==> src/cmp_pkg.sv <==
package cmp_pkg;

  // ----------------------------------------------------------------
  // Port geometry
  // ----------------------------------------------------------------
  localparam int ADDR_W = 16;
  localparam int DATA_W = 32;
  localparam int BANKS = 2;
  localparam int BANK_W = 1;
  localparam int STRAP_W = 3;

  // ----------------------------------------------------------------
  // Timing
  // ----------------------------------------------------------------
  localparam int CLK_PERIOD_PS = 4000;
  localparam int ACCESS_TIME_NS = 8;
  localparam int ACCESS_CYCLES =
    (ACCESS_TIME_NS * 1000 + CLK_PERIOD_PS - 1) / CLK_PERIOD_PS;
  localparam int CNT_W = 8;

  // ----------------------------------------------------------------
  // Strap vector positions and reset values
  // ----------------------------------------------------------------
  localparam int STRAP_ARB_BIT = 0;
  localparam int STRAP_ENDIAN_BIT = 1;
  localparam int STRAP_CTRL_BIT = 2;
  localparam logic [STRAP_W-1:0] STRAP_RESET = 3'h0;

  // ----------------------------------------------------------------
  // Types
  // ----------------------------------------------------------------
  typedef enum logic [5:0] {
    ST_IDLE    = 6'b000001,
    ST_WAIT    = 6'b000010,
    ST_CLAIM   = 6'b000100,
    ST_ACCESS  = 6'b001000,
    ST_DONE    = 6'b010000,
    ST_BACKOFF = 6'b100000
  } cmp_state_e;

  typedef struct packed {
    logic write;
    logic [BANK_W-1:0] bank;
    logic [ADDR_W-1:0] addr;
    logic [DATA_W-1:0] wdata;
  } cmp_req_s;

  typedef struct packed {
    logic [BANKS-1:0] bank_select_n;
    logic read_strobe_n;
    logic write_strobe_n;
    logic [ADDR_W-1:0] addr;
    logic [DATA_W-1:0] wdata;
    logic ctrl_oe;
    logic data_oe;
  } cmp_mem_s;

  localparam logic [BANKS-1:0] BANK_NONE = 2'h3;

endpackage

==> src/cmp_strap_latch.sv <==
`timescale 1ns/1ps

module cmp_strap_latch
  import cmp_pkg::*;
#(
  parameter int W = STRAP_W
)(
  input wire logic clk,
  input wire logic rst,
  input wire logic [W-1:0] pins,
  output logic [W-1:0] straps
);

  typedef struct packed {
    logic [W-1:0] straps;
  } cmp_latch_s;

  cmp_latch_s s_q, s_d;

  // Track the pins through reset; freeze on the first cycle out of it
  always_comb
  begin
    s_d = s_q;
    if (rst)
    begin
      s_d.straps = pins;
    end
  end

  always_ff @(posedge clk)
  begin
    s_q <= s_d;
  end

  assign straps = s_q.straps;

endmodule

==> src/cmp_top.sv <==
`timescale 1ns/1ps

// Contract
// Drive two active-low bank selects, asserting the accessed bank's one.
// Assert active-low read strobe while fetching from memory.
// Assert active-low write strobe while storing into memory.
// Present the accessed location on a 16-bit address bus.
// One 32-bit tri-stateable data bus carries read and write data.
// Accept partner occupied input meaning the partner holds the interface.
// Drive occupied output while this device holds the interface.
// Arbitration strap high means master, low slave; board ties opposite.
// Byte-order strap high selects big-endian host data, low little-endian.
// Control-source strap high means link control, low local host control.
// System holds reset at power-up for five link reference clocks.
// Reset brings all internal state to a defined condition.
// Memory outputs can release to high impedance for shared wiring.
// Straps are captured as reset is released and must be stable.
// Start only while partner free; occupied spans access; float otherwise.
module cmp_top
  import cmp_pkg::*;
#(
  parameter int ACC_CYC = ACCESS_CYCLES
)(
  input wire logic CLOCK,
  input wire logic RESET,
  input wire logic ARB_MASTER_STRAP,
  input wire logic HOST_BYTE_ORDER_STRAP,
  input wire logic CONTROL_SOURCE_STRAP,
  input wire logic REQ_VALID,
  input wire logic REQ_WRITE,
  input wire logic [BANK_W-1:0] REQ_BANK,
  input wire logic [ADDR_W-1:0] REQ_ADDR,
  input wire logic [DATA_W-1:0] REQ_WDATA,
  output logic REQ_READY,
  output logic RD_VALID,
  output logic [DATA_W-1:0] RD_DATA,
  output logic ARB_IS_MASTER,
  output logic HOST_BIG_ENDIAN,
  output logic LINK_CONTROL,
  output logic [BANKS-1:0] MEM_BANK_SELECT_N,
  output logic MEM_READ_STROBE_N,
  output logic MEM_WRITE_STROBE_N,
  output logic [ADDR_W-1:0] MEM_ADDR_BUS,
  output logic MEM_CTRL_OE,
  input wire logic [DATA_W-1:0] MEM_DATA_BUS_IN,
  output logic [DATA_W-1:0] MEM_DATA_BUS_OUT,
  output logic MEM_DATA_BUS_OE,
  input wire logic PARTNER_OCCUPIED_IN,
  output logic OCCUPIED_OUT,
  output logic OCCUPIED_OE
);

  // ----------------------------------------------------------------
  // State record
  // ----------------------------------------------------------------
  typedef struct packed {
    cmp_state_e state;
    cmp_req_s req;
    cmp_mem_s mem;
    logic [CNT_W-1:0] cnt;
    logic occupied;
    logic ready;
    logic rd_valid;
    logic [DATA_W-1:0] rd_data;
  } cmp_top_s;

  localparam logic [CNT_W-1:0] CNT_LAST = CNT_W'(ACC_CYC - 1);
  localparam logic [CNT_W-1:0] CNT_ZERO = 8'h00;

  cmp_top_s s_q, s_d;
  logic [STRAP_W-1:0] straps;
  logic is_master;
  logic big_endian;

  cmp_strap_latch #(
    .W(STRAP_W)
  ) u_straps (
    .clk(CLOCK),
    .rst(RESET),
    .pins({CONTROL_SOURCE_STRAP, HOST_BYTE_ORDER_STRAP, ARB_MASTER_STRAP}),
    .straps(straps)
  );

  assign is_master = straps[STRAP_ARB_BIT];
  assign big_endian = straps[STRAP_ENDIAN_BIT];

  // ----------------------------------------------------------------
  // Helpers
  // ----------------------------------------------------------------
  function automatic logic [DATA_W-1:0] order(input logic [DATA_W-1:0] d,
                                              input logic swap);
    logic [DATA_W-1:0] r;
    r = d;
    if (swap)
    begin
      for (int i = 0; i < DATA_W / 8; i++)
      begin
        r[i*8 +: 8] = d[DATA_W - 8 - i*8 +: 8];
      end
    end
    return r;
  endfunction

  function automatic cmp_mem_s mem_idle();
    cmp_mem_s m;
    m.bank_select_n = BANK_NONE;
    m.read_strobe_n = 1'b1;
    m.write_strobe_n = 1'b1;
    m.addr = '0;
    m.wdata = '0;
    m.ctrl_oe = 1'b0;
    m.data_oe = 1'b0;
    return m;
  endfunction

  // ----------------------------------------------------------------
  // Next state
  // ----------------------------------------------------------------
  always_comb
  begin
    s_d = s_q;
    s_d.rd_valid = 1'b0;
    case (s_q.state)
      ST_IDLE:
      begin
        if (REQ_VALID && s_q.ready)
        begin
          s_d.req.write = REQ_WRITE;
          s_d.req.bank = REQ_BANK;
          s_d.req.addr = REQ_ADDR;
          s_d.req.wdata = order(REQ_WDATA, big_endian);
          s_d.state = ST_WAIT;
        end
      end
      ST_WAIT:
      begin
        // Claim only a free interface
        if (!PARTNER_OCCUPIED_IN)
        begin
          s_d.occupied = 1'b1;
          s_d.state = ST_CLAIM;
        end
      end
      ST_CLAIM:
      begin
        // Both claimed in the same cycle: the slave yields
        if (PARTNER_OCCUPIED_IN && !is_master)
        begin
          s_d.occupied = 1'b0;
          s_d.state = ST_BACKOFF;
        end
        else
        begin
          s_d.mem.ctrl_oe = 1'b1;
          s_d.mem.bank_select_n = ~(BANKS'(1) << s_q.req.bank);
          s_d.mem.addr = s_q.req.addr;
          s_d.mem.read_strobe_n = s_q.req.write;
          s_d.mem.write_strobe_n = !s_q.req.write;
          s_d.mem.wdata = s_q.req.wdata;
          s_d.mem.data_oe = s_q.req.write;
          s_d.cnt = CNT_ZERO;
          s_d.state = ST_ACCESS;
        end
      end
      ST_ACCESS:
      begin
        if (s_q.cnt >= CNT_LAST)
        begin
          s_d.mem.bank_select_n = BANK_NONE;
          s_d.mem.read_strobe_n = 1'b1;
          s_d.mem.write_strobe_n = 1'b1;
          if (!s_q.req.write)
          begin
            s_d.rd_data = order(MEM_DATA_BUS_IN, big_endian);
            s_d.rd_valid = 1'b1;
          end
          s_d.state = ST_DONE;
        end
        else
        begin
          s_d.cnt = s_q.cnt + 8'h01;
        end
      end
      ST_DONE:
      begin
        // Strobes already high; data held one more cycle, then float
        s_d.mem = mem_idle();
        s_d.occupied = 1'b0;
        s_d.state = ST_IDLE;
      end
      ST_BACKOFF:
      begin
        s_d.state = ST_WAIT;
      end
      default:
      begin
        s_d.state = ST_IDLE;
        s_d.mem = mem_idle();
        s_d.occupied = 1'b0;
      end
    endcase
    s_d.ready = (s_d.state == ST_IDLE);
    if (RESET)
    begin
      s_d.state = ST_IDLE;
      s_d.req = '0;
      s_d.mem = mem_idle();
      s_d.cnt = CNT_ZERO;
      s_d.occupied = 1'b0;
      s_d.ready = 1'b0;
      s_d.rd_valid = 1'b0;
      s_d.rd_data = '0;
    end
  end

  always_ff @(posedge CLOCK)
  begin
    s_q <= s_d;
  end

  // ----------------------------------------------------------------
  // Outputs
  // ----------------------------------------------------------------
  assign REQ_READY = s_q.ready;
  assign RD_VALID = s_q.rd_valid;
  assign RD_DATA = s_q.rd_data;
  assign ARB_IS_MASTER = straps[STRAP_ARB_BIT];
  assign HOST_BIG_ENDIAN = straps[STRAP_ENDIAN_BIT];
  assign LINK_CONTROL = straps[STRAP_CTRL_BIT];
  assign MEM_BANK_SELECT_N = s_q.mem.bank_select_n;
  assign MEM_READ_STROBE_N = s_q.mem.read_strobe_n;
  assign MEM_WRITE_STROBE_N = s_q.mem.write_strobe_n;
  assign MEM_ADDR_BUS = s_q.mem.addr;
  assign MEM_CTRL_OE = s_q.mem.ctrl_oe;
  assign MEM_DATA_BUS_OUT = s_q.mem.wdata;
  assign MEM_DATA_BUS_OE = s_q.mem.data_oe;
  // Wired with the partner: drive only while asserted
  assign OCCUPIED_OUT = s_q.occupied;
  assign OCCUPIED_OE = s_q.occupied;

endmodule

==> config.mk <==
export PLATFORM = sky130hd
export DESIGN_NAME = cmp_top
export DESIGN_NICKNAME = d
export VERILOG_FILES = /design/src/cmp_pkg.sv /design/src/cmp_strap_latch.sv /design/src/cmp_top.sv
export SDC_FILE = /design/constraint.sdc
export NUM_CORES = 1
export LEC_CHECK = 0
export ABC_AREA = 1
export BUFFER_PORTS_ARGS = -buffer_cell sky130_fd_sc_hd__buf_2
export CAP_MARGIN = 10
export CORE_UTILIZATION = 45
export CTS_BUF_LIST = sky130_fd_sc_hd__clkbuf_4
export DETAILED_ROUTE_END_ITERATION = 10
export GPL_TIMING_DRIVEN = 0
export HOLD_SLACK_MARGIN = 0.05
export PLACE_DENSITY = 0.69
export REMOVE_ABC_BUFFERS = 1
export SYNTH_ARGS = -nofsm -noshare
export SYNTH_HDL_FRONTEND = slang
export SYNTH_HIERARCHICAL = 1
export SYNTH_SLANG_ARGS = --single-unit
==> constraint.sdc <==
create_clock -name CLOCK -period 4.8 [get_ports CLOCK]
set_input_delay 0.48 -clock CLOCK [delete_from_list [all_inputs] [get_ports CLOCK]]
set_output_delay 0.48 -clock CLOCK [all_outputs]
set_load 0.01 [all_outputs]
==> results of run 1 <==
-- power groups by stage --
stage / combinational [µW] / sequential, µW / clock, µW
floorplan: 189 / 1430 / 0
global placement: 317 / 1430 / 0
detailed placement: 345 / 1420 / 0
CTS: 346 / 1390 / 801
global route: 385 / 1400 / 849
finish: 345 / 1390 / 771
-- final timing paths --
path / from / end / depth (start not counted)
max: s_q[35] / RD_DATA[4] / 9
min: HOST_BYTE_ORDER_STRAP / u_straps/straps[1] / 1
max reg2reg: s_q[35] / RD_DATA[4] / 9
min reg2reg: RD_DATA[0] / RD_DATA[0] / 2
-- cell usage in the layout, fill, tap and decap left out, types with 2 or more instances in the layout --
cell type        n
buf_2          181
nand2_1        168
dfxtp_1        153
nand3_1         91
a21oi_1         82
inv_1           48
nor2_1          47
o21ai_0         41
mux2i_1         32
a31oi_1         32
clkbuf_4        19
o21ai_1         14
a21oi_2          9
nand4_1          6
nor2_4           5
nor3b_1          5
nand2_2          4
clkinv_2         4
clkinvlp_4       4
inv_2            3
clkinv_1         3
ha_1             3
buf_12           3
buf_16           3
edfxtp_1         3
nor2_2           2
nand3_4          2
nor3_1           2
bufinv_16        2
dlygate4sd3_1    2
-- worst max-delay path, stage by stage, from the launching register on --
cell and delay [ns]:
dfxtp_1 0.40, inv_1 0.08, ha_1 0.20, inv_1 0.05
nor2_1 0.03, nand2_1 0.05, nor2_1 0.10, nor2_4 0.61
nand2_2 0.66, a21oi_1 0.33
-- flip-flops by register name (all words and copies together) (netlist names) --
name / count
u_straps/straps: 3
RD_VALID: 1
MEM_CTRL_OE: 1
OCCUPIED_OE: 1
MEM_WRITE_STROBE_N: 1
MEM_BANK_SELECT_N: 2
MEM_READ_STROBE_N: 1
REQ_READY: 1
MEM_ADDR_BUS: 16
MEM_DATA_BUS_OUT: 32
s_q: 64
MEM_DATA_BUS_OE: 1
RD_DATA: 32
-- layout make-up --
cell class	count	area [µm²]
tap	211	264
clock inverter	13	126
multi-input combinational	548	2840
inverter	53	201
clock buffer	19	143
sequential	156	3150
timing repair buffer	189	1070
fill	1527	7520
-- metrics by stage --
| stage | setup slack (ns) | std cells | power [µW] | hold WS (ns) | instance area, µm² |
|---|---|---|---|---|---|
| finish | 2.22 | 1189 | 2510 | 0.115 | 7800 |
| CTS | 2.20 | 1187 | 2540 | 0.0504 | 7770 |
| global placement | 0.585 | 1149 | 1750 | 0.424 | 7360 |
| floorplan | 1.67 | 757 | 1620 | 0.437 | 6190 |
| global route | 1.91 | 1189 | 2640 | 0.0539 | 7800 |
| detailed placement | 2.19 | 1154 | 1770 | 0.432 | 7490 |
-- kinds of logic (layout without fill, tap and decap cells) --
family	count (synthesis)	after routing
mux	32	32
buf+inv	196	274
simple gates	335	335
flops	156	156
fa+ha+maj	3	3
compound gates	178	178
-- metal layers --
layer	up-vias	share of wire, %
met5	-	0
met4	0	1.0
met3	13	7.9
met2	180	46
li1	3048	-
met1	2728	45
==> impl_metrics.tcl, run 1 <==
set metrics [dict create \
    status "finished, final reports clean" \
    root_buffer "clkbuf_4" \
    io_pins 182 \
    p_leak_uw 0.00343 \
    critPathRequiredTime_ns 5.28 \
    first_pass_iters 5 \
    p_per_area_nw_per_um2 322 \
    drive_above_1_share_pct 25.2 \
    relSlewSlack_pct 27.3 \
    gr-usage-met1_pct 25.6 \
    drv_cap 0 \
    overflow 0 \
    avgSynthCellArea_um2 7.92 \
    end_kind "register" \
    yosysTopAreaCell "dfxtp_1" \
    worstMarginPinSlew_ns 1.09 \
    ctsResizeCount 0 \
    antenna_found_initial 0 \
    finalMaxSlewViolations 0 \
    synth_cell_type_count 30 \
    synth_top_area_share_pct 42.9 \
    nNetsFinal 1057 \
    synth-simple-area-share_pct 21.3 \
    wirelength_mm 16.6 \
    core_um2 15300 \
    die_h_um 128 \
    drt-initial-drc-count 360 \
    cp_max_fo 33 \
    power_frac_seq_pct 55.6 \
    ys_warn_count 6 \
    synthAdderAreaFrac_pct 0.526 \
    skew_ns 0.0204 \
    internal_power_uw 1800 \
    grt_max_degree 92 \
    p_sw_share_pct 28.4 \
    synth_compound_area_share_pct 13.5 \
    cts.hold.buffers_added 1 \
    diodes 0 \
    setup_viol 0 \
    cts.sinks 156 \
    worstPathArrival_ns 3.06 \
    grt_use_met2_pct 33.5 \
    ys.flop_type "dfxtp_1" \
    io_buffers 181 \
    fmax_mhz 387 \
    grt_pass1_vias 5488 \
    ir_worst_vdd_mv 0.127 \
    synth_mux_area_share_pct 4.49 \
    track_usage_pct 20.7 \
    clockBufferDepth 2 \
    synth_async_sr_flop_share_pct 0 \
    gp_congestion 0.761 \
    fp-row-count 45 \
    drtAntennaViolNets 0 \
    rsz0062_at_grt "no" \
    synth_area_leaders "dfxtp_1 (43%), buf_4 (8.9%), nand2_1 (8.9%)" \
    routed_via_density 5.02 \
    synth_area_um2 7130 \
    globalRouteMet3Util_pct 7.39 \
    hold_class "in -> reg" \
    seq_area_frac_synth_pct 44.2 \
    synthXorXnorAreaFrac_pct 0 \
    cts_setup_buffers 0 \
    vias 5969 \
    synth_cells 900 \
    fin_crit_ns 2.58 \
    grt_busiest_layer "met2" \
    r2r_setup_slack_ns 2.22 \
    final-hold-violation-count 0 \
    cts_buffers 17 \
    htree_levels 4 \
    fin_util_pct 50.9 \
    place_hpwl_mm 10.6 \
    syn_to_final_growth_pct 9.33 \
    die_w_um 128 \
    grt_pass1_wl_mm 26.8 \
    detail_route.wl_per_cell_um 14.0 \
    critical_path_class "reg -> reg" \
    start_util_pct 46.6 \
    synth_top_family_by_area "simple AND/OR/NAND/NOR gates" \
    cts_tree "yes" \
    p_sw_uw 712 \
    insertion_delay_ns 0.55 \
    clkPwrFrac_pct 30.7 \
    die_area_um2 16400 \
    drc_errors 0 \
    synth_edf_count 3 \
    fin_crit_sh_pct 53.8 \
    tns_ns 0 \
    path_clk_slew_ns 0.13 \
    worstSetupStartpointType "register" \
    yosysMostFrequentCell "nand2_1" \
    comb_power_share_pct 13.7 \
    yosys-top-cells-count "nand2_1 (169), dfxtp_1 (153), nand3_1 (91), buf_4 (85), a21oi_1 (82)" \
    yosys_register_bits 156 \
]
Power figures use the tool's default switching activity.
==> run 2: changes to the inputs <==
- PLACE_DENSITY: 0.69 -> 0.72
- clock period: 4.8 -> 2.25 ns (I/O delays scaled with it)
==> impl_metrics.tcl, run 2 (same netlist as run 1, synthesis figures left out) <==
set metrics [dict create \
    max_stage_delay_ns 0.51 \
    wirelength_mm 19.6 \
    min_delay_path_depth 5 \
    p_per_area_nw_per_um2 633 \
    detail_route.wl_per_cell_um 15.3 \
    critical_path_class "reg -> reg" \
    hold_start "MEM_DATA_BUS_IN[24]" \
    path_clk_slew_ns 0.12 \
    die_w_um 128 \
    worstSetupStartpointType "register" \
    routed_via_density 5.10 \
    htree_levels 4 \
    io_pins 182 \
    fin_ws_ns 0.145 \
    worstMarginPinSlew_ns 1.02 \
    worstPathArrival_ns 2.54 \
    gp_congestion 0.749 \
    setup_viol 0 \
    regToRegEndpoint "s_q[145]" \
    place_hpwl_mm 10.9 \
    drc_errors 0 \
    die_area_um2 16400 \
    drv_cap 0 \
    fmax_mhz 475 \
    hold_path_end "RD_DATA[0]" \
    diodes 0 \
    nNetsFinal 1148 \
    clockBufferDepth 2 \
    core_um2 15300 \
    vias 6522 \
    cp_common_cell "inv_2" \
    rsz0062_at_grt "yes" \
    fin_crit_sh_pct 93.6 \
    layoutNonFillerInstCount 1279 \
    reg2reg_depth 7 \
    dp_cells 1155 \
    ir_worst_vdd_mv 0.317 \
    relSlewSlack_pct 32.2 \
    grt_max_degree 92 \
    start_util_pct 46.6 \
    finalMaxSlewViolations 0 \
    crit_chain "inv_2 -> nor2_4 -> nand3_4 -> nor2_8 -> inv_2 -> o21ai_0 -> a21oi_1" \
    fin_hold_ws_ns 0.0936 \
    status "finished, final reports clean" \
    cts_tree "yes" \
    first_pass_iters 7 \
    skew_ns 0.0209 \
    die_h_um 128 \
    io_buffers 181 \
    crit_slowest_cell "nor2_8" \
    cts.sinks 156 \
    dp_slack_ns -0.364 \
    antenna_found_initial 0 \
    end_kind "register" \
    grt_pass1_vias 6368 \
    drive_above_1_share_pct 23.8 \
    largest_reg_flops 64 \
    r2r_setup_slack_ns 0.15 \
    num-fill-cells 1424 \
    root_buffer "clkbuf_4" \
    drt-initial-drc-count 421 \
    overflow 0 \
    track_usage_pct 23.7 \
    regMostFlops "s_q" \
    cp_max_fo 41 \
    worstReg2RegStart "s_q[147]" \
    mostFrequentLayoutCells "buf_2 (181), nand2_1 (168), dfxtp_1 (153)" \
    hold_class "in -> reg" \
    cts_buffers 17 \
    final-hold-violation-count 0 \
    syn_to_final_growth_pct 22.2 \
    power_uw 5520 \
    grt_pass1_wl_mm 30.6 \
    insertion_delay_ns 0.56 \
    critPathRequiredTime_ns 2.69 \
    drtAntennaViolNets 0 \
    final_common_cell "buf_2" \
    fp-row-count 45 \
    fin_crit_ns 2.10 \
    p_leak_uw 0.00381 \
]
run 2: worst max path at each step:
stage	start	end	slack, ns	cells after the start
after floorplan	u_straps/straps[1]	s_q[100]	-0.88	3
after global placement	u_straps/straps[1]	s_q[115]	-2.12	3
after detailed placement	s_q[35]	RD_DATA[17]	-0.36	9
after CTS	u_straps/straps[1]	RD_DATA[30]	0.06	6
after global routing	s_q[147]	s_q[145]	-0.008	7
final	s_q[147]	s_q[145]	0.15	7
run 2: worst max-delay path: cells and delay by family, from the launching register on:
family	cells	cell delay (ns)
AND/OR/NAND/NOR	3	0.77
AO/OA/AOI/OAI	2	0.38
buffers and inverters	2	0.41
flip-flops	1	0.41
run 2: routing by layer:
layer  wire length [µm]  vias to the layer above  track usage, %
met2               9470                      241            41.0
met5                  0                        -               0
met1               8470                     3031            27.6
li1                   -                     3216               -
met3               1330                       34            6.76
met4                340                        0            9.69
run 2: area by class of cell:
class	instances	area, µm²	area share, %
Clock buffer	21	158	1.81
Tap cell	211	264	3.03
Inverter	53	206	2.37
Timing Repair Buffer	276	1960	22.5
Sequential cell	156	3150	36.2
Timing Repair inverter	1	5.00	0.0574
Multi-Input combinational cell	551	2870	33.0
Clock inverter	10	100	1.15
run 2: report_power, final:
| group | leakage [µW] | switching [µW] | internal (µW) |
|---|---|---|---|
| clock | 0.000139 | 957 | 684 |
| sequential | 0.00127 | 69.5 | 2900 |
| combinational | 0.00240 | 533 | 373 |
run 2: through the flow:
step                TNS [ns]  area, µm²  utilization [%]
floorplan             -33.77       6190                -
global placement     -114.08       7360             48.1
detailed placement    -10.67       7520             49.1
CTS                        0       8660             56.5
global route        -0.00781       8720             56.9
finish                     0       8720             56.9
run 2: repair_timing:
item                                    in CTS  in global routing
cloned                                       2                  2
hold endpoints to repair                    84                  0
endpoints found under the setup margin      52                 62
pin swaps                                    2                  3
resized for setup                            3                  1
setup buffers                                0                  4
hold buffers                                85                  0
==> run 3: changes to the inputs <==
- RECOVER_POWER: not set -> 100
==> impl_metrics.tcl, run 3 (same netlist as run 1, synthesis figures left out) <==
set metrics [dict create \
    drc_errors 0 \
    p_leak_uw 0.00341 \
    core_um2 15300 \
    path_buf_inv 3 \
    regMostFlops "s_q" \
    min_delay_path_depth 5 \
    hold_class "in -> reg" \
    start_util_pct 46.6 \
    drv_cap 0 \
    p_per_area_nw_per_um2 644 \
    cts_tree "yes" \
    path_clk_slew_ns 0.14 \
    cp_max_fo 14 \
    cts_buffers 17 \
    wirelength_mm 19.7 \
    fin_area_um2 8550 \
    fin_util_pct 55.8 \
    finalMaxSlewViolations 0 \
    power_uw 5510 \
    routed_via_density 5.09 \
    setup_viol 0 \
    critPathRequiredTime_ns 2.70 \
    final-hold-violation-count 0 \
    fin_hold_ws_ns 0.103 \
    grt_pass1_wl_mm 30.6 \
    grt_max_degree 92 \
    worstSetupStartpointType "register" \
    end_kind "register" \
    drtAntennaViolNets 0 \
    drt-initial-drc-count 410 \
    num-fill-cells 1486 \
    io_buffers 181 \
    fmax_mhz 468 \
    max_stage_delay_ns 0.57 \
    syn_to_final_growth_pct 19.9 \
    dpl-instance-area_um2 7520 \
    cp_top_family "buffers and inverters" \
    relSlewSlack_pct 19.9 \
    crit_slowest_cell "dlygate4sd3_1" \
    worstPathArrival_ns 2.59 \
    die_h_um 128 \
    htree_levels 4 \
    fin_crit_sh_pct 94.9 \
    cts.sinks 156 \
    ir_worst_vdd_mv 0.311 \
    overflow 0 \
    fin_crit_ns 2.14 \
    worstMarginPinSlew_ns 1.20 \
    track_usage_pct 23.7 \
    first_pass_iters 5 \
    grt_pass1_vias 6368 \
    root_buffer "clkbuf_4" \
    detail_route.wl_per_cell_um 15.4 \
    drive_above_1_share_pct 14.2 \
    die_area_um2 16400 \
    io_pins 182 \
    die_w_um 128 \
    mostFrequentLayoutCells "nand2_1 (169), dfxtp_1 (153), clkbuf_1 (93)" \
    nNetsFinal 1148 \
    gp_congestion 0.749 \
    status "finished, final reports clean" \
    final_common_cell "nand2_1" \
    insertion_delay_ns 0.55 \
    rsz0062_at_grt "yes" \
    tns_ns 0 \
    reg2reg_depth 7 \
    place_hpwl_mm 10.9 \
    vias 6504 \
    cp_num_cells 7 \
    clockBufferDepth 2 \
    fp-row-count 45 \
    largest_reg_flops 64 \
    diodes 0 \
    critical_path_class "reg -> reg" \
    antenna_found_initial 0 \
    crit_chain "clkbuf_1 -> buf_16 -> mux2i_1 -> dlygate4sd3_1 -> nand3_1 -> nand2_1 -> a21oi_2" \
    skew_ns 0.0221 \
]
[run 3: cell types whose count changed in the layout (fill, tap and decap cells not counted), moves of 2 or more]
cell	change
clkbuf_1	+93
buf_2	-91
a21oi_1	+5
a21oi_2	-5
buf_4	-2
nor2_1	+2
o21ai_0	+2
o21ai_1	-2
[run 3: path summary, 6_finish.rpt]
| check | start | to | slack, ns |
|---|---|---|---|
| max reg2reg | u_straps/straps[1] | RD_DATA[24] | 0.11 |
| min | MEM_DATA_BUS_IN[30] | RD_DATA[6] | 0.10 |
| max | u_straps/straps[1] | RD_DATA[24] | 0.11 |
| min reg2reg | RD_DATA[10] | RD_DATA[10] | 0.45 |
[run 3: power by group]
part | total (µW) | switching [µW] | leakage [µW] | internal (µW)
clock network | 1640 | 955 | 0.000139 | 684
registers | 2970 | 70.5 | 0.00127 | 2900
logic | 895 | 532 | 0.00200 | 363
[run 3: area by class of cell]
class | instances | area, µm² | area share (%)
Sequential cell | 156 | 3150 | 36.9
Multi-Input combinational cell | 551 | 2840 | 33.2
Timing Repair Buffer | 276 | 1820 | 21.3
Tap cell | 211 | 264 | 3.09
Inverter | 53 | 206 | 2.42
Clock buffer | 21 | 158 | 1.84
Clock inverter | 10 | 100 | 1.17
Timing Repair inverter | 1 | 5.00 | 0.0585
[run 3: metal layers]
layer | track usage (%) | wire length, µm | share of wire (%)
met1 | 27.6 | 8550 | 43
met2 | 41.0 | 9500 | 48
met3 | 6.76 | 1270 | 6.4
met4 | 9.69 | 340 | 1.7
met5 | 0 | 0 | 0
[run 3: timing repair]
action,CTS,global route
pin swaps,2,3
hold buffers,85,0
hold endpoints to repair,84,0
cloned,2,2
buffers inserted,0,4
gates resized for setup,3,1
setup endpoints to repair,52,62
[run 3: stage by stage]
stage               worst slack, ns  instances
floorplan                    -0.875        757
global placement              -2.12       1149
detailed placement           -0.364       1155
CTS                          0.0597       1273
global route               -0.00781       1279
finish                        0.114       1279
[run 3: worst reg2reg max path, cell delays in order, from the launching register on]
cell and delay [ns]:
edfxtp_1 0.48, clkbuf_1 0.32, buf_16 0.21, mux2i_1 0.22
dlygate4sd3_1 0.57, nand3_1 0.09, nand2_1 0.12, a21oi_2 0.04
